### config.mk
export PLATFORM = sky130hd
export DESIGN_NAME = asms_serial
export DESIGN_NICKNAME = d
export VERILOG_FILES = /design/src/verilog/asms_pkg.sv /design/src/verilog/asms_queue.sv /design/src/verilog/asms_serial.sv
export SDC_FILE = /design/constraint.sdc
export NUM_CORES = 1
export LEC_CHECK = 0
export BUFFER_PORTS_ARGS = -buffer_cell sky130_fd_sc_hd__buf_4
export CORE_AREA = 2 2 240 148
export CTS_CLUSTER_DIAMETER = 150
export DETAILED_ROUTE_END_ITERATION = 7
export DIE_AREA = 0 0 242 150
export PLACE_DENSITY = 0.56
export SLEW_MARGIN = 25
export SYNTH_ARGS = -nofsm -noshare
export SYNTH_HDL_FRONTEND = slang
export SYNTH_SLANG_ARGS = --single-unit
### constraint.sdc
create_clock -name clock -period 7.8 [get_ports clock]
set_input_delay 0 -clock clock [delete_from_list [all_inputs] [get_ports clock]]
set_output_delay 0 -clock clock [all_outputs]
set_load 0.005 [all_outputs]
### src/verilog/asms_pkg.sv
// Package: register map, field positions and constants of the serial mode/status block
package asms_pkg;
  // ==========================================================
  // Register offsets (word index on the plain register port)
  localparam logic [2:0] OFF_MODE = 3'h0;
  localparam logic [2:0] OFF_STAT = 3'h1;
  localparam logic [2:0] OFF_TXDATA = 3'h2;
  localparam logic [2:0] OFF_RXDATA = 3'h3;
  localparam logic [2:0] OFF_DIVISOR = 3'h4;
  localparam logic [2:0] OFF_EVENTS = 3'h5;
  // ==========================================================
  // Mode register fields
  localparam int MODE_ON = 15;
  localparam int MODE_IDLE_STOP = 13;
  localparam int MODE_IR_ON = 12;
  localparam int MODE_RTS_MODE = 11;
  localparam int MODE_PINS_LO = 8;
  localparam int MODE_WAKE = 7;
  localparam int MODE_LOOPBACK = 6;
  localparam int MODE_AUTO_RATE = 5;
  localparam int MODE_RX_POL = 4;
  localparam int MODE_HIGH_SPEED = 3;
  localparam int MODE_FORMAT_LO = 1;
  localparam int MODE_STOP_SEL = 0;
  localparam logic [15:0] MODE_WMASK = 16'hBBFF;
  localparam logic [15:0] MODE_RESET = 16'h0000;
  // ==========================================================
  // Status register fields
  localparam int STAT_TXI_HI = 15;
  localparam int STAT_TX_POL = 14;
  localparam int STAT_TXI_LO = 13;
  localparam int STAT_BREAK = 11;
  localparam int STAT_TX_ON = 10;
  localparam int STAT_TX_FULL = 9;
  localparam int STAT_SHIFT_EMPTY = 8;
  localparam int STAT_RXI_LO = 6;
  localparam int STAT_ADDR_DET = 5;
  localparam int STAT_RX_QUIET = 4;
  localparam int STAT_PARITY = 3;
  localparam int STAT_FRAMING = 2;
  localparam int STAT_OVERRUN = 1;
  localparam int STAT_RX_AVAIL = 0;
  // ==========================================================
  // Pin usage, formats, interrupt modes
  localparam logic [1:0] PINS_TXRX = 2'h0;
  localparam logic [1:0] PINS_RTS = 2'h1;
  localparam logic [1:0] PINS_RTS_CTS = 2'h2;
  localparam logic [1:0] PINS_BCLK = 2'h3;
  localparam logic [1:0] FMT_8N = 2'h0;
  localparam logic [1:0] FMT_8E = 2'h1;
  localparam logic [1:0] FMT_8O = 2'h2;
  localparam logic [1:0] FMT_9N = 2'h3;
  localparam logic [1:0] TXI_EACH = 2'h0;
  localparam logic [1:0] TXI_DONE = 2'h1;
  localparam logic [1:0] TXI_EMPTY = 2'h2;
  localparam logic [1:0] RXI_THREE = 2'h2;
  localparam logic [1:0] RXI_FULL = 2'h3;
  // ==========================================================
  // Sizes and timing
  localparam int QUEUE_DEPTH = 4;
  localparam logic [2:0] QUEUE_DEPTH_C = 3'h4;
  localparam logic [2:0] RXI_THREE_COUNT = 3'h3;
  localparam logic [4:0] TICKS_STD = 5'h10;
  localparam logic [4:0] TICKS_FAST = 5'h04;
  localparam logic [3:0] BREAK_ZEROS = 4'hC;
  localparam logic [7:0] SYNC_CHAR = 8'h55;
  localparam logic [3:0] SYNC_EDGES = 4'h4;
  localparam logic [15:0] DIVISOR_RESET = 16'h0000;
endpackage : asms_pkg

### src/verilog/asms_queue.sv
// Four-entry flip-flop FIFO used for transmit and receive characters
`timescale 1ns/1ps
`default_nettype none
module asms_queue (
  // Clock and reset
  input wire logic clock,
  input wire logic reset_n,
  // Control
  input wire logic flush,
  // Fill side
  input wire logic push,
  input wire logic [10:0] pushData,
  // Drain side
  input wire logic pop,
  output logic [10:0] headData,
  // State
  output logic [2:0] count
);
  logic [10:0] mem_r [asms_pkg::QUEUE_DEPTH];
  logic [1:0] wrPtr_r;
  logic [1:0] rdPtr_r;
  logic [2:0] count_r;
  logic doPush;
  logic doPop;

  assign doPop = pop && (count_r != 3'h0);
  assign doPush = push && ((count_r != asms_pkg::QUEUE_DEPTH_C) || doPop);
  assign headData = mem_r[rdPtr_r];
  assign count = count_r;

  always_ff @(posedge clock or negedge reset_n) begin
    if (!reset_n) begin
      wrPtr_r <= 2'h0;
      rdPtr_r <= 2'h0;
      count_r <= 3'h0;
    end else if (flush) begin
      wrPtr_r <= 2'h0;
      rdPtr_r <= 2'h0;
      count_r <= 3'h0;
    end else begin
      if (doPush) begin
        wrPtr_r <= wrPtr_r + 2'h1;
      end
      if (doPop) begin
        rdPtr_r <= rdPtr_r + 2'h1;
      end
      count_r <= count_r + {2'h0, doPush} - {2'h0, doPop};
    end
  end

  always_ff @(posedge clock or negedge reset_n) begin
    if (!reset_n) begin
      for (int i = 0; i < asms_pkg::QUEUE_DEPTH; i++) begin
        mem_r[i] <= 11'h000;
      end
    end else if (doPush) begin
      mem_r[wrPtr_r] <= pushData;
    end
  end
endmodule : asms_queue
`default_nettype wire

### src/verilog/asms_serial.sv
// Serial transceiver with mode and status control registers
`timescale 1ns/1ps
`default_nettype none
// Summary of operation
// - Enable hands pins to transceiver
// - Idle-stop halts module during idle
// - Infrared coding only in 16x mode
// - RTS simplex when set, flow otherwise
// - Pin-usage field picks active pins
// - Wake: edge interrupt, clears on rise
// - Loopback ties transmitter to receiver
// - Auto-rate measures sync char, self-clears
// - Receive polarity sets RX idle level
// - High speed: 4 ticks, else 16
// - Format field sets data and parity
// - Stop select gives two stop bits
// - Transmit interrupt mode selects event
// - Transmit polarity, reversed with infrared
// - Break: start, twelve zeros, stop
// - Transmit off aborts and flushes
// - Queue-full flag when four queued
// - Shift-empty when shifter and queue empty
// - Receive interrupt at 1, 3, 4
// - Both buffers four-entry FIFOs
// - Overrun clear flushes receiver
module asms_serial (
  // Clock and reset
  input wire logic clock,
  input wire logic reset_n,
  // Register port
  input wire logic [2:0] regAddr,
  input wire logic [15:0] regWrData,
  input wire logic regWrite,
  input wire logic regRead,
  output logic [15:0] regRdData,
  // Device power state
  input wire logic deviceIdle,
  input wire logic deviceSleep,
  // Serial pins
  input wire logic serialInPin,
  output logic serialOutPin,
  output logic serialOutOe,
  input wire logic clearToSendPin,
  output logic requestToSendPin,
  output logic requestToSendOe,
  output logic baudClockPin,
  output logic baudClockOe,
  // Events
  output logic txIrq,
  output logic rxIrq,
  output logic wakeIrq
);
  // ==========================================================
  // Registers
  logic [15:0] mode_r;
  logic [15:0] divisor_r;
  logic txIrqMode1_r, txPol_r, txIrqMode0_r, sendBreak_r, txOn_r, addrDet_r;
  logic [1:0] rxIrqMode_r;
  logic parityFault_r, framingFault_r, overrunFault_r;
  logic [15:0] regRdData_r;
  logic txIrq_r, rxIrq_r, wakeIrq_r;

  logic moduleOn, run, irOn, fast, loop, autoRate, rxPol, stopTwo;
  logic [1:0] pinUsage, formatSel, txIrqMode;
  assign moduleOn = mode_r[asms_pkg::MODE_ON];
  assign run = moduleOn && !(mode_r[asms_pkg::MODE_IDLE_STOP] && deviceIdle);
  assign fast = mode_r[asms_pkg::MODE_HIGH_SPEED];
  assign irOn = mode_r[asms_pkg::MODE_IR_ON] && !fast;
  assign loop = mode_r[asms_pkg::MODE_LOOPBACK];
  assign autoRate = mode_r[asms_pkg::MODE_AUTO_RATE];
  assign rxPol = mode_r[asms_pkg::MODE_RX_POL];
  assign stopTwo = mode_r[asms_pkg::MODE_STOP_SEL];
  assign pinUsage = mode_r[asms_pkg::MODE_PINS_LO +: 2];
  assign formatSel = mode_r[asms_pkg::MODE_FORMAT_LO +: 2];
  assign txIrqMode = {txIrqMode1_r, txIrqMode0_r};

  // ==========================================================
  // Rate generator: one tick per sixteenth or quarter bit
  logic [15:0] divCnt_r;
  logic tick;
  logic [4:0] ticksPerBit;
  assign tick = run && (divCnt_r == 16'h0000);
  assign ticksPerBit = fast ? asms_pkg::TICKS_FAST : asms_pkg::TICKS_STD;
  always_ff @(posedge clock or negedge reset_n) begin
    if (!reset_n) begin
      divCnt_r <= 16'h0000;
    end else if (!run || divCnt_r == 16'h0000) begin
      divCnt_r <= divisor_r;
    end else begin
      divCnt_r <= divCnt_r - 16'h0001;
    end
  end

  // ==========================================================
  // Queues
  logic txFlush, rxFlush, txPop, rxPush, rxPop, txPush;
  logic [10:0] txHead, rxHead, rxWord;
  logic [2:0] txCount, rxCount;
  logic overrunClear;
  assign txPush = regWrite && regAddr == asms_pkg::OFF_TXDATA;
  assign rxPop = regRead && regAddr == asms_pkg::OFF_RXDATA;
  assign txFlush = !txOn_r || !moduleOn;
  assign overrunClear = regWrite && regAddr == asms_pkg::OFF_STAT && overrunFault_r
    && !regWrData[asms_pkg::STAT_OVERRUN];
  assign rxFlush = overrunClear || !moduleOn;

  asms_queue txQueue (
    .clock(clock), .reset_n(reset_n), .flush(txFlush),
    .push(txPush), .pushData({2'h0, regWrData[8:0]}),
    .pop(txPop), .headData(txHead), .count(txCount)
  );
  asms_queue rxQueue (
    .clock(clock), .reset_n(reset_n), .flush(rxFlush),
    .push(rxPush), .pushData(rxWord),
    .pop(rxPop), .headData(rxHead), .count(rxCount)
  );

  function automatic logic parityOf(input logic [8:0] d, input logic [1:0] fmt);
    parityOf = (fmt == asms_pkg::FMT_8O) ? ~^d[7:0] : ^d[7:0];
  endfunction : parityOf

  function automatic logic [3:0] dataBits(input logic [1:0] fmt);
    dataBits = (fmt == asms_pkg::FMT_9N) ? 4'h9 : 4'h8;
  endfunction : dataBits

  // ==========================================================
  // Transmitter: frame is start, data LSB first, parity, stops
  typedef enum logic [2:0] {TX_IDLE, TX_START, TX_DATA, TX_PAR, TX_STOP} asms_tx_t;
  asms_tx_t txState_r;
  logic [8:0] txShift_r;
  logic [3:0] txBit_r;
  logic [4:0] txTick_r;
  logic txLine_r, txIsBreak_r, txBitEnd, cts;
  assign cts = (pinUsage != asms_pkg::PINS_RTS_CTS) || !clearToSendPin;
  assign txBitEnd = tick && (txTick_r == ticksPerBit - 5'h01);
  assign txPop = run && txState_r == TX_IDLE && txCount != 3'h0 && cts;
  always_ff @(posedge clock or negedge reset_n) begin
    if (!reset_n) begin
      txState_r <= TX_IDLE;
      txShift_r <= 9'h000;
      txBit_r <= 4'h0;
      txTick_r <= 5'h00;
      txLine_r <= 1'b1;
      txIsBreak_r <= 1'b0;
    end else if (txFlush) begin
      txState_r <= TX_IDLE;
      txLine_r <= 1'b1;
      txTick_r <= 5'h00;
    end else if (txPop) begin
      txState_r <= TX_START;
      txShift_r <= txHead[8:0];
      txIsBreak_r <= sendBreak_r;
      txLine_r <= 1'b0;
      txTick_r <= 5'h00;
      txBit_r <= 4'h0;
    end else if (tick) begin
      txTick_r <= txBitEnd ? 5'h00 : txTick_r + 5'h01;
      if (txBitEnd) begin
        unique case (txState_r)
          TX_IDLE: txLine_r <= 1'b1;
          TX_START: begin
            txState_r <= TX_DATA;
            txLine_r <= txIsBreak_r ? 1'b0 : txShift_r[0];
          end
          TX_DATA: begin
            txBit_r <= txBit_r + 4'h1;
            if (txIsBreak_r ? txBit_r == asms_pkg::BREAK_ZEROS - 4'h1
                : txBit_r == dataBits(formatSel) - 4'h1) begin
              if (!txIsBreak_r && formatSel != asms_pkg::FMT_8N
                  && formatSel != asms_pkg::FMT_9N) begin
                txState_r <= TX_PAR;
                txLine_r <= parityOf(txShift_r, formatSel);
              end else begin
                txState_r <= TX_STOP;
                txLine_r <= 1'b1;
                txBit_r <= 4'h0;
              end
            end else begin
              txLine_r <= txIsBreak_r ? 1'b0 : txShift_r[txBit_r + 4'h1];
            end
          end
          TX_PAR: begin
            txState_r <= TX_STOP;
            txLine_r <= 1'b1;
            txBit_r <= 4'h0;
          end
          TX_STOP: begin
            txBit_r <= txBit_r + 4'h1;
            if (txBit_r == {3'h0, stopTwo} || txIsBreak_r) begin
              txState_r <= TX_IDLE;
            end
          end
        endcase
      end
    end
  end
  logic txDone;
  assign txDone = txBitEnd && txState_r == TX_STOP && (txBit_r == {3'h0, stopTwo} || txIsBreak_r);

  // ==========================================================
  // Receiver, with loopback and polarity on the input
  typedef enum logic [1:0] {RX_IDLE, RX_BITS, RX_STOP} asms_rx_t;
  asms_rx_t rxState_r;
  logic rxLine, rxLinePrev_r;
  logic [4:0] rxTick_r;
  logic [3:0] rxBit_r, rxLen;
  logic [9:0] rxShift_r;
  assign rxLine = loop ? txLine_r : (serialInPin ^ rxPol);
  assign rxLen = dataBits(formatSel)
    + ((formatSel == asms_pkg::FMT_8E || formatSel == asms_pkg::FMT_8O) ? 4'h1 : 4'h0);
  assign rxWord = {2'h0, formatSel == asms_pkg::FMT_9N ? rxShift_r[8:0]
    : {1'b0, formatSel == asms_pkg::FMT_8N ? rxShift_r[8:1] : rxShift_r[7:0]}};
  always_ff @(posedge clock or negedge reset_n) begin
    if (!reset_n) begin
      rxState_r <= RX_IDLE;
      rxTick_r <= 5'h00;
      rxBit_r <= 4'h0;
      rxShift_r <= 10'h000;
      rxLinePrev_r <= 1'b1;
    end else begin
      rxLinePrev_r <= rxLine;
      if (rxFlush) begin
        rxState_r <= RX_IDLE;
      end else if (tick) begin
        rxTick_r <= (rxTick_r == ticksPerBit - 5'h01) ? 5'h00 : rxTick_r + 5'h01;
        unique case (rxState_r)
          RX_IDLE: if (!rxLine) begin
            rxState_r <= RX_BITS;
            rxTick_r <= 5'h00;
            rxBit_r <= 4'h0;
          end
          RX_BITS: if (rxTick_r == ticksPerBit - 5'h01) begin
            rxShift_r <= {rxLine, rxShift_r[9:1]};
            rxBit_r <= rxBit_r + 4'h1;
            if (rxBit_r == rxLen) begin
              rxState_r <= RX_STOP;
            end
          end
          RX_STOP: if (rxTick_r == (ticksPerBit >> 1)) begin
            rxState_r <= RX_IDLE;
          end
        endcase
      end
    end
  end
  logic rxDone, rxStopBad;
  assign rxDone = tick && rxState_r == RX_STOP && rxTick_r == (ticksPerBit >> 1) && !rxFlush;
  assign rxStopBad = !rxLine;
  assign rxPush = rxDone && !autoRate && rxCount != asms_pkg::QUEUE_DEPTH_C;

  // ==========================================================
  // Auto-rate: counts clocks from the first to the fifth falling edge of the sync character
  logic [19:0] measure_r;
  logic [3:0] edges_r;
  logic measureDone;
  assign measureDone = autoRate && run && edges_r == asms_pkg::SYNC_EDGES
    && rxLinePrev_r && !rxLine;
  always_ff @(posedge clock or negedge reset_n) begin
    if (!reset_n) begin
      measure_r <= 20'h00000;
      edges_r <= 4'h0;
    end else if (!autoRate || measureDone) begin
      measure_r <= 20'h00000;
      edges_r <= 4'h0;
    end else begin
      if (edges_r != 4'h0) begin
        measure_r <= measure_r + 20'h00001;
      end
      if (rxLinePrev_r && !rxLine) begin
        edges_r <= edges_r + 4'h1;
      end
    end
  end

  // ==========================================================
  // Mode register, with hardware clears of wake and auto-rate
  logic wakeFall, wakeRise, modeWrite;
  assign modeWrite = regWrite && regAddr == asms_pkg::OFF_MODE;
  assign wakeFall = mode_r[asms_pkg::MODE_WAKE] && deviceSleep && rxLinePrev_r && !rxLine;
  assign wakeRise = mode_r[asms_pkg::MODE_WAKE] && !rxLinePrev_r && rxLine && wakeIrq_r;
  always_ff @(posedge clock or negedge reset_n) begin
    if (!reset_n) begin
      mode_r <= asms_pkg::MODE_RESET;
    end else begin
      if (modeWrite) begin
        mode_r <= regWrData & asms_pkg::MODE_WMASK;
      end
      if (wakeRise) begin
        mode_r[asms_pkg::MODE_WAKE] <= 1'b0;
      end
      if (measureDone) begin
        mode_r[asms_pkg::MODE_AUTO_RATE] <= 1'b0;
      end
    end
  end
  always_ff @(posedge clock or negedge reset_n) begin
    if (!reset_n) begin
      divisor_r <= asms_pkg::DIVISOR_RESET;
    end else if (measureDone) begin
      divisor_r <= 16'(measure_r >> (fast ? 5 : 7));
    end else if (regWrite && regAddr == asms_pkg::OFF_DIVISOR) begin
      divisor_r <= regWrData;
    end
  end

  // ==========================================================
  // Status register control bits and faults
  logic statWrite;
  assign statWrite = regWrite && regAddr == asms_pkg::OFF_STAT;
  always_ff @(posedge clock or negedge reset_n) begin
    if (!reset_n) begin
      {txIrqMode1_r, txPol_r, txIrqMode0_r, txOn_r, addrDet_r} <= 5'h00;
      rxIrqMode_r <= 2'h0;
      sendBreak_r <= 1'b0;
    end else begin
      if (statWrite) begin
        txIrqMode1_r <= regWrData[asms_pkg::STAT_TXI_HI];
        txPol_r <= regWrData[asms_pkg::STAT_TX_POL];
        txIrqMode0_r <= regWrData[asms_pkg::STAT_TXI_LO];
        txOn_r <= regWrData[asms_pkg::STAT_TX_ON];
        rxIrqMode_r <= regWrData[asms_pkg::STAT_RXI_LO +: 2];
        addrDet_r <= regWrData[asms_pkg::STAT_ADDR_DET];
        sendBreak_r <= regWrData[asms_pkg::STAT_BREAK];
      end
      if (txDone && txIsBreak_r) begin
        sendBreak_r <= 1'b0;
      end
    end
  end
  always_ff @(posedge clock or negedge reset_n) begin
    if (!reset_n) begin
      overrunFault_r <= 1'b0;
      parityFault_r <= 1'b0;
      framingFault_r <= 1'b0;
    end else begin
      if (rxDone && !autoRate && rxCount == asms_pkg::QUEUE_DEPTH_C) begin
        overrunFault_r <= 1'b1;
      end else if (overrunClear) begin
        overrunFault_r <= 1'b0;
      end
      if (rxPush) begin
        framingFault_r <= rxStopBad;
        parityFault_r <= (formatSel == asms_pkg::FMT_8E || formatSel == asms_pkg::FMT_8O)
          && (parityOf(rxShift_r[8:0], formatSel) != rxShift_r[8]);
      end
    end
  end

  // ==========================================================
  // Interrupt pulses for transmit and receive; wake event held as a level
  always_ff @(posedge clock or negedge reset_n) begin
    if (!reset_n) begin
      txIrq_r <= 1'b0;
      rxIrq_r <= 1'b0;
      wakeIrq_r <= 1'b0;
    end else begin
      unique case (txIrqMode)
        asms_pkg::TXI_EACH: txIrq_r <= txPop;
        asms_pkg::TXI_DONE: txIrq_r <= txDone && txCount == 3'h0;
        asms_pkg::TXI_EMPTY: txIrq_r <= txPop && txCount == 3'h1;
        default: txIrq_r <= 1'b0;
      endcase
      unique case (rxIrqMode_r)
        asms_pkg::RXI_FULL: rxIrq_r <= rxPush && rxCount == asms_pkg::QUEUE_DEPTH_C - 3'h1;
        asms_pkg::RXI_THREE: rxIrq_r <= rxPush && rxCount == asms_pkg::RXI_THREE_COUNT - 3'h1;
        default: rxIrq_r <= rxPush;
      endcase
      if (wakeFall) begin
        wakeIrq_r <= 1'b1;
      end else if (wakeRise || !mode_r[asms_pkg::MODE_WAKE]) begin
        wakeIrq_r <= 1'b0;
      end
    end
  end
  assign txIrq = txIrq_r;
  assign rxIrq = rxIrq_r;
  assign wakeIrq = wakeIrq_r;

  // ==========================================================
  // Register reads, one cycle after the strobe
  logic shiftEmpty;
  assign shiftEmpty = txState_r == TX_IDLE && txCount == 3'h0;
  always_ff @(posedge clock or negedge reset_n) begin
    if (!reset_n) begin
      regRdData_r <= 16'h0000;
    end else if (regRead) begin
      unique case (regAddr)
        asms_pkg::OFF_MODE: regRdData_r <= mode_r;
        asms_pkg::OFF_STAT: regRdData_r <= {txIrqMode1_r, txPol_r, txIrqMode0_r, 1'b0,
          sendBreak_r, txOn_r, txCount == asms_pkg::QUEUE_DEPTH_C, shiftEmpty,
          rxIrqMode_r, addrDet_r, rxState_r == RX_IDLE, parityFault_r, framingFault_r,
          overrunFault_r, rxCount != 3'h0};
        asms_pkg::OFF_RXDATA: regRdData_r <= {7'h00, rxHead[8:0]};
        asms_pkg::OFF_DIVISOR: regRdData_r <= divisor_r;
        default: regRdData_r <= 16'h0000;
      endcase
    end else begin
      regRdData_r <= 16'h0000;
    end
  end
  assign regRdData = regRdData_r;

  // ==========================================================
  // Pin ownership; with module off all pins go back to the port
  logic txIdleHigh;
  assign txIdleHigh = irOn ? txPol_r : !txPol_r;
  assign serialOutPin = txIdleHigh ? txLine_r : !txLine_r;
  assign serialOutOe = moduleOn && txOn_r && !loop;
  assign requestToSendOe = moduleOn
    && (pinUsage == asms_pkg::PINS_RTS || pinUsage == asms_pkg::PINS_RTS_CTS);
  // Simplex: asserted while sending; flow control: asserted while room to receive
  assign requestToSendPin = mode_r[asms_pkg::MODE_RTS_MODE] ? (txState_r == TX_IDLE)
    : (rxCount == asms_pkg::QUEUE_DEPTH_C);
  assign baudClockOe = moduleOn && pinUsage == asms_pkg::PINS_BCLK;
  assign baudClockPin = txTick_r < (ticksPerBit >> 1);
endmodule : asms_serial
`default_nettype wire

# Word-level counts from Yosys, hierarchy flattened
# Cells that the tools add are included.
[classes]
bitwise_logic = 7
mux = 97
n_eq_ne = 46
addsub = 18
n_reduce_logical = 125
shifts = 1
div = 0
mul = 0
magnitude_cmp = 8
[ops]
columns = ["operator", "n"]
rows = [
  ["$bwmux 44", 2],
  ["$mux 16", 4],
  ["$pmux 16 s4", 1],
  ["$logic_and 1x1->1", 53],
  ["$mux 9", 5],
  ["$bmux 11 s2", 2],
  ["$demux 11 s2", 2],
  ["$mux 20", 2],
  ["$mux 5", 8],
  ["$mux 4", 9],
  ["$reduce_bool 2->1", 17],
  ["$mux 2", 15],
  ["$mux 3", 9],
  ["$mux 1", 26],
  ["$mux 11", 2],
  ["$add 20x1->20 const B", 1],
  ["$shr 20x3->16", 1],
  ["$eq 3x2->1 const B", 6],
  ["$ne 3x3->1 const B", 6],
  ["$eq 2x2->1 const B", 8],
  ["$logic_not 1->1", 16],
  ["$logic_not 16->1", 1],
  ["$mux 8", 2],
  ["$reduce_xnor 8->1", 2],
  ["49 further kinds", 102],
]
[word_totals]
reg_bits = 247
wordCells = 348
mem_count = 0
latchBits = 0
rom_bits = 0
mem_bits_rw = 0
output_inout_bits = 25

# Longest topological paths before layout
# Gate-level depths: netlist (run 1).
[depth]
depth_word = 13
mapped_depth = 13
depth_no_buf = 11

# Hierarchy
# Synthesis (run 1) repeated with hierarchy kept, for this count alone.
[hier_totals]
cells_unflattened = 1085
area_unflattened_um2 = 12605.8
[by_module_without_submodules]
columns = ["mod", "cells_per_inst", "area_per_inst_um2", "n_inst"]
rows = [
  ["asms_serial", 780, 7881.3, 1],
  ["asms_queue at txQueue", 152, 2363.5, 1],
  ["asms_queue at rxQueue", 153, 2361.0, 1],
]

# Worst setup path before layout (run 1)
# No wires, ideal clock.
[synth_path]
path_kind = "flip-flop to flip-flop"
startpoint = "register divCnt_r[10]"
endpoint = "register rxQueue.count_r[2] (netlist: rxQueue.count[2])"
setup_ns = 0.124
path_stages_with_launch = 11
setup_slack_ns = 4.870
path_buffers = 0
arrival_time_ns = 2.807
required_ns = 7.676
cell_sequence = "dfrtp_1 > or4_4 > or4_1 > nor4_1 > and3_1 > ha_1 > inv_1 > fa_1 > xor2_1 > xnor2_1 > nor2_1"
[synth_between]
elab_chain_cells = 11
[synth_lines]
columns = ["item", "line", "source"]
rows = [
  ["start, declared", "asms_serial.sv:79", "logic [15:0] divCnt_r;"],
  ["start signal, assigned", "asms_serial.sv:88", "divCnt_r <= divisor_r;"],
  ["start signal, assigned", "asms_serial.sv:90", "divCnt_r <= divCnt_r - 16'h0001;"],
  ["$logic_not 16->1", "asms_serial.sv:82", "assign tick = run && (divCnt_r == 16'h0000);"],
  ["$logic_and 1x1->1", "asms_serial.sv:82", ""],
  ["$logic_and 1x1->1 (3 in series)", "asms_serial.sv:247", "assign rxDone = tick && rxState_r == RX_STOP && rxTick_r == (ticksPerBit >> 1) && !rxFlush;"],
  ["$logic_and 1x1->1 (2 in series)", "asms_serial.sv:249", "assign rxPush = rxDone && !autoRate && rxCount != asms_pkg::QUEUE_DEPTH_C;"],
  ["$logic_and 1x1->1", "asms_queue.sv:27", "assign doPush = push && ((count_r != asms_pkg::QUEUE_DEPTH_C) || doPop);"],
  ["$add 3x1->3", "asms_queue.sv:47", "count_r <= count_r + {2'h0, doPush} - {2'h0, doPop};"],
  ["$sub 3x1->3", "asms_queue.sv:47", ""],
  ["$mux 3", "asms_queue.sv:36", "end else if (flush) begin"],
  ["end signal, assigned", "asms_queue.sv:47", ""],
  ["end, declared", "asms_queue.sv:22", "logic [2:0] count_r;"],
]
# No other way between the ends.
# A chain may end at the register's enable or synchronous reset.

# Final worst setup path (run 1)
# Ends and elaborated chain as after synthesis.

==> metrics.md, run 1 <==
| Metric | Value |
|---|---|
| CP Data Arrival Time | 3.94 ns |
| Post-synthesis cell count | 1090 |
| Global-route wire length before repair | 47300 um |
| Max-cap check violation count | 0 |
| Unrepaired setup endpoints after global routing | no |
| Longest Clk Path Bufs | 3 |
| CTS H-tree depth | 1 |
| CP Capture Type | flip-flop |
| TritonCTS Buffers | 23 |
| Clock slew at reported path FFs | 0.07 ns |
| Synth Flop Type | dfrtp_1 |
| CTS tree | yes |
| Via density | 5.111 |
| Sequential area share after synthesis | 0.4909 |
| Core area | 34220 um2 |
| GPL Wtd Cong | 0.8407 |
| Synth Warn # | 0 |
| Maximum vdd ir drop | 133.9 uV |
| Reg2reg start | divCnt_r[10] |
| DR DRC count | 0 |
| WP data required | 8.21 ns |
| PortBufs | 51 |
| EDFF count, synth | 0 |
| Share of layout cells above drive strength 1 | 0.1925 |
| Maximum clock frequency | 0.2829 GHz |
| Final nets | 1211 |
| Starting density of the core | 0.3443 |
| Syn_area_per_cell | 10.81 um2 |
| Placed insts | 1571 |
| Die width | 242 um |
| Synth-to-layout area growth | 16.55% |
| Wire per inst | 18.40 um |
| Worst Max-Slew Pin Slew | 0.9798 ns |
| Overflow after GRT | 0 |
| Final Skew | 0.02535 ns |
| P per Cell Area | 235.7 nW/um2 |
| Initial antenna violation count | 0 |
| Antenna Cells | 0 |
| Largest net degree at the start of global routing | 96 |
| Setup WS pre-CTS | 4.369 ns |
| # setup viols final | 0 |
| Total track usage | 0.1669 |
| Fin crit share | 0.4532 |
| Leak Pwr | 6.049 nW |
| Delay of the slowest critical-path stage | 0.59 ns |
| Die ar. | 36300 um2 |
| Status | completed |
| Crit. Startpoint | divCnt_r[10] |
| Vias in the first global route | 8077 |
| DIE HEIGHT | 150 um |
| CP Launch Type | flip-flop |
| Flops & latches, synth | 231 |
| Mapped Nets | 1149 |
| Critical path cell sequence | or4_4 -> or4_1 -> nor4_1 -> and3_1 -> ha_1 -> inv_1 -> fa_1 -> xor2_1 -> xnor2_1 -> nor2_1 |
| Via count | 8362 |
| Share of synthesized registers carrying an async set or reset | 1.000 |
| Dpl hpwl | 21830 um |
| Crit-path slowest cell | or4_4 |
| Clock sink count | 231 |
| Tmin final | 3.535 ns |
| Iteration-0 DRC Markers | 696 |
| Clk Latency, worst-skew pair | 0.54 ns |
| Initial DRT Pass Iterations | 5 |
| Total power | 3.236 mW |
| Worst relative slew slack | 0.3444 |
| Root Buffer | clkbuf_16 |
| Ports | 52 |
| Crit-path max FO | 5 |
| Type of the worst setup path | reg -> reg |
| Final hold vios | 0 |
| Detail Route Antenna Nets | 0 |
| Hold slack | 0.08231 ns |
| Netlist Area Pre-Place | 11780 um2 |
| Worst reg2reg path depth | 10 |
| Max Slew Vio Count | 0 |
| Cell variety after synth | 65 |
| Min-delay worst type | in -> async |
| Worst setup margin | 4.265 ns |
| Sum Neg Setup Slack | 0 ns |
| Total Wirelength | 30110 um |
| Rows | 53 |
| Final cell count without fillers | 1636 |
[path summary, 6_finish.rpt]
path | to | slack (ns)
max | rxQueue.count[2] | 4.27
min | txIrq | 0.08
max reg2reg | rxQueue.count[2] | 4.27
min reg2reg | parityFault_r | 0.48
max in group asynchronous | rxQueue.mem_r[16] | 6.30
min in group clock | mode_r[2] | 0.11
[synth_stat cells (15+ instances only)]
cell type    n  share of area
mux2i_1     45          0.038
a21oi_1     36          0.015
xor2_1      31          0.023
nor2_1      84          0.027
o21ai_1     29          0.012
nor2b_1     25          0.013
clkbuf_1    30         0.0096
nand3_1     29          0.012
inv_1       33          0.011
xnor2_1     47          0.035
dfrtp_1    229           0.49
ha_1        30          0.032
mux4_2      20          0.038
o21ai_0     54          0.023
nand2_1    114          0.036
mux2_2      72          0.069
and2_1      15         0.0080
[layout by cell type, fill, tap and decap left out, types with 14 or more instances in the layout]
cell	n
mux2i_1	45
and2_1	15
ha_1	30
mux2_2	72
nor2_1	84
buf_4	58
nor2b_1	24
mux4_2	20
clkbuf_16	23
a211oi_1	14
a21oi_1	36
xnor2_1	47
dlygate4sd3_1	23
o21ai_1	29
o21ai_0	54
nand2_1	114
nand3_1	29
inv_1	33
dfrtp_1	229
xor2_1	31
[report_power, final]
group	internal, mW	total (mW)	switching [mW]
Clock	0.759	1.26	0.505
Combinational	0.235	0.543	0.308
Sequential	1.31	1.43	0.120
[logic make-up (layout without fill, tap and decap cells)]
logic type / count (synthesis) / count (layout) / synth area share
fa+ha+maj: 32 / 32 / 0.03526
compound gates: 168 / 168 / 0.08380
xor+xnor: 78 / 78 / 0.05799
flops: 231 / 231 / 0.4909
simple gates: 366 / 366 / 0.1586
buf+inv: 78 / 157 / 0.02815
mux: 137 / 137 / 0.1453
[registers in the layout (all words and copies together), names as in the netlist, 3 cells and up]
signal,count
rxShift_r,10
rxQueue.mem_r,36
txQueue.mem_r,36
txTick_r,5
txQueue.count,3
measure_r,20
rxBit_r,4
txBit_r,4
divisor_r,16
txState_r,3
edges_r,4
regRdData,16
rxTick_r,5
mode_r,14
txShift_r,9
divCnt_r,16
rxQueue.count,3
[worst max-delay path: cells and delay by family, from the launching register on]
family                     cells  cell delay [ns]
xor gates and xnor gates       2             0.30
adders and majority gates      2             0.53
buffers and inverters          1             0.05
DFF                            1             0.42
and+or+nand+nor                5             2.13
[metal layers]
metal,routed length [um],global-route usage
met1,15770,0.2631
met2,12090,0.2290
met3,1920,0.04358
met4,325,0.02469
met5,0,0
[area by class of cell]
class	instances	area, um2
fill	3303	20490
sequential	231	5783
multi-input combinational	781	5698
timing repair buffer	82	680.7
clock buffer	28	644.4
tap	467	584.3
clock inverter	14	215.2
inverter	33	123.9
[what timing repair did]
item                                   in CTS  in global routing
hold buffers                               23                  0
buffers inserted                            0                  0
endpoints found under the hold margin     185                  0
gates resized for setup                     0                  0
[through the flow]
| stage | instance area, um2 | utilization |
|---|---|---|
| floorplan | 11780 | - |
| global placement | 12630 | 0.3692 |
| detailed placement | 12640 | 0.3694 |
| CTS | 13730 | 0.4012 |
| global route | 13730 | 0.4012 |
| finish | 13730 | 0.4012 |
Power figures use the tool's default switching activity.
==> run 2, diff against run 1 <==
--- a/config.mk
+++ b/config.mk
@@ -10,7 +10,7 @@
 export CTS_CLUSTER_DIAMETER = 150
 export DETAILED_ROUTE_END_ITERATION = 7
 export DIE_AREA = 0 0 242 150
-export PLACE_DENSITY = 0.56
+export PLACE_DENSITY = 0.58
 export SLEW_MARGIN = 25
 export SYNTH_ARGS = -nofsm -noshare
 export SYNTH_HDL_FRONTEND = slang
==> constraint.sdc (replaced) <==
create_clock -name clock -period 2.98 [get_ports clock]
set_input_delay 0 -clock clock [delete_from_list [all_inputs] [get_ports clock]]
set_output_delay 0 -clock clock [all_outputs]
set_load 0.005 [all_outputs]
==> metrics.md, run 2 (synthesis gave the netlist of run 1 again) <==
| Metric | Value |
|---|---|
| Cell mode on critical path | or4_4 |
| CTS tree | yes |
| Largest net degree at the start of global routing | 106 (+10%) |
| Crit-path slowest cell | or4_4 |
| Commonest non-fill, non-tap cell in the layout | dfrtp_1 |
| Root Buffer | clkbuf_16 |
| Wire per inst | 18.51 um (+0.58%) |
| CP Data Arrival Time | 3.37 ns (-0.57 ns) |
| DIE HEIGHT | 150 um (unchanged) |
| Initial antenna violation count | 1 (+1) |
| Initial DRT Pass Iterations | 5 (unchanged) |
| Final cell count without fillers | 1666 (+1.8%) |
| Delay of the slowest critical-path stage | 0.55 ns (-0.04 ns) |
| Die ar. | 36300 um2 (unchanged) |
| Dpl hpwl | 22030 um (+0.91%) |
| WP data required | 3.38 ns (-4.83 ns) |
| Core area | 34220 um2 (unchanged) |
| P per Cell Area | 584.0 nW/um2 (+150%) |
| Cell area after placement | 12930 um2 (+2.3%) |
| Unrepaired setup endpoints after global routing | yes |
| Leak Pwr | 6.147 nW (+1.6%) |
| CTS H-tree depth | 1 (unchanged) |
| Largest registers | rxQueue.mem_r (36), txQueue.mem_r (36), measure_r (20) |
| Int Pwr | 5.751 mW (+150%) |
| Fill count | 3335 (+0.97%) |
| GPL Wtd Cong | 0.8721 (+3.7%) |
| CP Capture Type | flip-flop |
| Final hold vios | 0 (unchanged) |
| PortBufs | 51 (unchanged) |
| Iteration-0 DRC Markers | 690 (-0.86%) |
| Clk Latency, worst-skew pair | 0.52 ns (-0.02 ns) |
| Worst setup margin | 0.009728 ns (-4.256 ns) |
| Final nets | 1244 (+2.7%) |
| Placed insts | 1606 (+2.2%) |
| # setup viols final | 0 (unchanged) |
| Area taken by multi-input logic gates | 5725 um2 (+0.48%) |
| Critical path cell sequence | or4_4 -> or4_4 -> nor4_4 -> buf_4 -> and3_4 -> ha_1 -> inv_1 -> fa_2 -> xor2_2 -> xnor2_1 -> nor2_1 |
| Clock slew at reported path FFs | 0.06 ns (about the same) |
| Tmin final | 2.970 ns (-0.5644 ns) |
| Sw power | 2.360 mW (+150%) |
| Min-delay worst type | in -> reg |
| Setup WS pre-CTS | -0.1657 ns (-4.534 ns) |
| Longest Clk Path Bufs | 3 (unchanged) |
| Min-delay src | regAddr[0] |
| Total Wirelength | 30830 um (+2.4%) |
| Crit-path max FO | 2 (-3) |
| DR DRC count | 0 (unchanged) |
| Total track usage | 0.1734 (+0.006510) |
| Die width | 242 um (unchanged) |
| Rows | 53 (unchanged) |
| Worst Max-Slew Pin Slew | 0.8193 ns (-0.1605 ns) |
| Starting density of the core | 0.3443 (unchanged) |
| Fin crit share | 0.9967 (+0.5436) |
| Clock share of power | 0.346 (-0.045) |
| Logic gate share of total power | 0.199 (+0.031) |
| Vias in the first global route | 8398 (+4.0%) |
| Ports | 52 (unchanged) |
| Hold slack | 0.07592 ns (-0.006392 ns) |
| Worst relative slew slack | 0.4538 (+0.1094) |
| Sequential Area | 5783 um2 (unchanged) |
| TritonCTS Buffers | 23 (unchanged) |
| Total power | 8.110 mW (+150%) |
| Final Skew | 0.01156 ns (-0.01380 ns) |
| Reg2reg start | divCnt_r[5] |
| Share of layout cells above drive strength 1 | 0.2129 (+0.02038) |
| Via density | 5.048 (-1.2%) |
| Sum Neg Setup Slack | 0 ns (unchanged) |
| Worst Path Buf+Inv | 2 (+1) |
| Maximum clock frequency | 0.3367 GHz (+19%) |
| Via count | 8410 (+0.57%) |
| Sw frac | 0.2909 (+0.002632) |
| Max-cap check violation count | 0 (unchanged) |
| Sequential Power Share | 0.455 (+0.013) |
| Overflow after GRT | 0 (unchanged) |
| Type of the worst setup path | reg -> reg |
| Clock sink count | 231 (unchanged) |
| Global-route wire length before repair | 49150 um (+3.9%) |
| Commonest cells after routing, fill and taps aside | dfrtp_1 (229), nand2_1 (114), buf_4 (90), nor2_1 (84), mux2_2 (72) |
| Detail Route Antenna Nets | 0 (unchanged) |
| Maximum vdd ir drop | 406.3 uV (+200%) |
| Max Slew Vio Count | 0 (unchanged) |
| Final core utilization | 0.4059 (+0.004644) |
| CP Launch Type | flip-flop |
| Crit. Startpoint | divCnt_r[5] |
| Status | completed |
| Final instance area | 13890 um2 (+1.2%) |
| Crit path max-delay family | simple AND/OR/NAND/NOR gates |
| Synth-to-layout area growth | 17.90% |
-- run 2: cell count changes in the layout (fill, tap and decap cells not counted), sizes merged --
| cell | delta |
|---|---|
| bufinv | -5 |
| buf | +35 |
| clkbuf | +7 |
| dlygate4sd3 | -2 |
| inv | -3 |
| diode | +1 |
| clkinv | -3 |
-- run 2: metal layers --
layer,vias up,track usage,part of all wire
met2,160,0.2391,0.40
met4,0,0.03056,0.014
met3,28,0.03963,0.054
met1,4217,0.2739,0.53
li1,4005,-,-
met5,-,0,0
-- run 2: final timing paths --
kind | endpoint | depth (start not counted) | slack (ns)
setup reg to reg | rxQueue.count[2] | 11 | 0.01
min in group asynchronous | txBit_r[2] | 2 | 0.12
max in group asynchronous | rxLinePrev_r | 3 | 1.96
hold reg to reg | rxQueue.mem_r[23] | 2 | 0.48
hold / removal | regRdData[12] | 3 | 0.08
setup / recovery | rxQueue.count[2] | 11 | 0.01
-- run 2: area by class of cell --
cell class | instances | area share
multi-input cells | 781 | 0.4123
well taps | 467 | 0.04207
inverters | 33 | 0.008919
clock inverters | 3 | 0.001261
flip-flops and latches | 231 | 0.4164
diodes | 1 | 0.0001802
clock buffers | 35 | 0.04973
repair buffers | 115 | 0.06919
-- run 2: power groups by stage --
stage,clock [mW],sequential (mW),combinational (mW)
2_1_floorplan,0,3.68,0.939
3_3_place_gp,0,3.73,1.56
3_5_place_dp,0,3.74,1.57
4_1_cts,2.88,3.69,1.61
5_1_grt,3.02,3.73,1.79
6_report,2.81,3.69,1.61
-- run 2: repair_timing --
action,in CTS,in global routing
hold buffers,21,0
pin swaps,4,1
hold endpoints to repair,191,0
gates resized for setup,4,2
setup buffers,0,0
endpoints found under the setup margin,1,1
-- run 2: tightest hold or removal path, delay by kind of cell --
kind | cells | cell delay [ns]
buf+inv | 2 | 0.42
simple gates | 1 | 0.12
==> run 3, diff against run 2 <==
--- a/config.mk
+++ b/config.mk
@@ -10,7 +10,7 @@
 export CTS_CLUSTER_DIAMETER = 150
 export DETAILED_ROUTE_END_ITERATION = 7
 export DIE_AREA = 0 0 242 150
-export PLACE_DENSITY = 0.58
+export PLACE_DENSITY = 0.56
 export SLEW_MARGIN = 25
 export SYNTH_ARGS = -nofsm -noshare
 export SYNTH_HDL_FRONTEND = slang
==> constraint.sdc (replaced) <==
create_clock -name clock -period 3.6 [get_ports clock]
set_input_delay 0 -clock clock [delete_from_list [all_inputs] [get_ports clock]]
set_output_delay 0 -clock clock [all_outputs]
set_load 0.005 [all_outputs]
==> metrics.md, run 3 (synthesis gave the netlist of run 1 again) <==
| Metric | Value |
|---|---|
| P per Cell Area | 497.3 nW/um2 (-15%) |
| Clock slew at reported path FFs | 0.06 ns (about the same) |
| TritonCTS Buffers | 24 (+4.3%) |
| CTS tree | yes |
| Root Buffer | clkbuf_16 |
| CTS H-tree depth | 1 (unchanged) |
| Maximum vdd ir drop | 298.8 uV (-26%) |
| Dpl hpwl | 22050 um (about the same) |
| Worst Max-Slew Pin Slew | 0.8018 ns (-0.01749 ns) |
| Max Slew Vio Count | 0 (unchanged) |
| Wire per inst | 18.54 um (+0.15%) |
| Final hold vios | 2 (+2) |
| CP Capture Type | flip-flop |
| Rows | 53 (unchanged) |
| Total power | 6.854 mW (-15%) |
| Die ar. | 36300 um2 (unchanged) |
| Tmin final | 3.307 ns (+0.3369 ns) |
| Worst relative slew slack | 0.4626 (+0.008746) |
| Post_cts resized | 0 (-4) |
| Max-cap check violation count | 0 (unchanged) |
| PortBufs | 51 (unchanged) |
| Fin crit share | 0.9187 (-0.07807) |
| CP Launch Type | flip-flop |
| Detail Route Antenna Nets | 0 (unchanged) |
| Met1 GRT Util | 0.2704 (-0.003517) |
| Sum Neg Setup Slack | 0 ns (unchanged) |
| Total track usage | 0.1720 (-0.001408) |
| Hold slack | -0.008341 ns (-0.08426 ns) |
| Starting density of the core | 0.3443 (unchanged) |
| Unrepaired setup endpoints after global routing | no |
| Maximum clock frequency | 0.3024 GHz (-10%) |
| WP data required | 4.01 ns (+0.63 ns) |
| CP Data Arrival Time | 3.72 ns (+0.35 ns) |
| Status | finished with violations |
| Min-delay worst type | in -> async |
| DIE HEIGHT | 150 um (unchanged) |
| Setup bufs post-CTS | 0 (unchanged) |
| Synth-to-layout area growth | 16.99% |
| Commonest cells after routing, fill and taps aside | dfrtp_1 (229), nand2_1 (114), nor2_1 (84), mux2_2 (72), buf_4 (70) |
| Initial antenna violation count | 0 (-1) |
| Longest Clk Path Bufs | 3 (unchanged) |
| Die width | 242 um (unchanged) |
| Overflow after GRT | 0 (unchanged) |
| Layer with the highest usage | met1 |
| Leak Pwr | 6.086 nW (-0.99%) |
| Share of layout cells above drive strength 1 | 0.1963 (-0.01658) |
| Largest net degree at the start of global routing | 113 (+6.6%) |
| Via count | 8314 (-1.1%) |
| Clock sink count | 231 (unchanged) |
| Core area | 34220 um2 (unchanged) |
| # setup viols final | 0 (unchanged) |
| DR DRC count | 0 (unchanged) |
| GR Util met3 | 0.03784 (-0.001793) |
| Ports | 52 (unchanged) |
| Crit-path max FO | 5 (+3) |
| Type of the worst setup path | reg -> reg |
| Total Wirelength | 30570 um (-0.87%) |
| Iteration-0 DRC Markers | 643 (-6.8%) |
| GPL Wtd Cong | 0.8480 (-2.8%) |
| Failing checks | negative hold slack |
| Final nets | 1225 (-1.5%) |
| Clk Latency, worst-skew pair | 0.53 ns (about the same) |
| Global Route met2 Usage | 0.2425 (+0.003448) |
| Vias in the first global route | 8135 (-3.1%) |
| Commonest non-fill, non-tap cell in the layout | dfrtp_1 |
| Via density | 5.042 (-0.12%) |
| Initial DRT Pass Iterations | 5 (unchanged) |
| Final Skew | 0.01006 ns (-0.001496 ns) |
| Antenna Cells | 0 (-1) |
| Largest registers | rxQueue.mem_r (36), txQueue.mem_r (36), measure_r (20) |
| Global-route wire length before repair | 48660 um (-1.0%) |
[run 3: cell types whose count changed in the layout (fill, tap and decap cells not counted), moves of 2 or more]
| cell | previous run | this run |
|---|---|---|
| buf_12 | 3 | 1 |
| buf_4 | 90 | 70 |
| clkbuf_16 | 23 | 25 |
| clkinv_2 | 2 | 0 |
| dlygate4sd3_1 | 21 | 23 |
[run 3: metrics by stage]
step / worst slack, ns / cell area, um2 / utilization / std cells
after floorplan: 0.6695 / 11780 / - / 1090
after global placement: 0.3291 / 12740 / 0.3724 / 1584
after detailed placement: 0.3415 / 12740 / 0.3724 / 1584
after CTS: 0.2947 / 13780 / 0.4028 / 1649
after global routing: 0.1050 / 13780 / 0.4028 / 1649
final: 0.2928 / 13780 / 0.4028 / 1649
[run 3: cell type report]
cell class / count / area, um2
Multi-Input combinational cell: 781 / 5692
Sequential cell: 231 / 5783
Clock inverter: 4 / 53.80
Fill cell: 3324 / 20440
Inverter: 33 / 123.9
Clock buffer: 38 / 754.5
Tap cell: 467 / 584.3
Timing Repair Buffer: 95 / 790.8
[run 3: what timing repair did]
item | CTS | global route
endpoints found under the hold margin | 162 | 0
endpoints found under the setup margin | 0 | 0
hold buffers | 23 | 0
[run 3: path summary, 6_finish.rpt]
path | startpoint | end | slack (ns) | depth (start not counted)
setup / recovery | divCnt_r[10] | rxQueue.count[2] | 0.29 | 11
hold / removal | reset_n | txIrq | -0.008 | 2
setup reg to reg | divCnt_r[10] | rxQueue.count[2] | 0.29 | 11
hold reg to reg | rxQueue.mem_r[27] | rxQueue.mem_r[27] | 0.47 | 2
max in group asynchronous | reset_n | measure_r[2] | 2.50 | 3
min in group clock | regWrite | divisor_r[4] | 0.12 | 6
[run 3: per-layer routing]
| metal | routed length [um] | share of wire | vias to the layer above |
|---|---|---|---|
| met5 | 0 | 0 | - |
| met3 | 1826 | 0.060 | 34 |
| met4 | 390 | 0.013 | 0 |
| li1 | - | - | 3968 |
| met2 | 12560 | 0.41 | 180 |
| met1 | 15790 | 0.52 | 4132 |
[run 3: report_power, final]
part           switching [mW]  internal (mW)  total (mW)
Clock                    1.06           1.51        2.56
Sequential              0.270           2.84        3.11
Combinational           0.661          0.526        1.19
Total                    1.99           4.87        6.85
[run 3: critical path: stages, from the launching register on]
cell and delay [ns]:
dfrtp_1 0.42, or4_4 0.59, or4_1 0.54, nor4_1 0.29, buf_4 0.16, and3_1 0.22, ha_1 0.18, inv_1 0.05
fa_1 0.37, xor2_1 0.17, xnor2_1 0.13, nor2_1 0.06
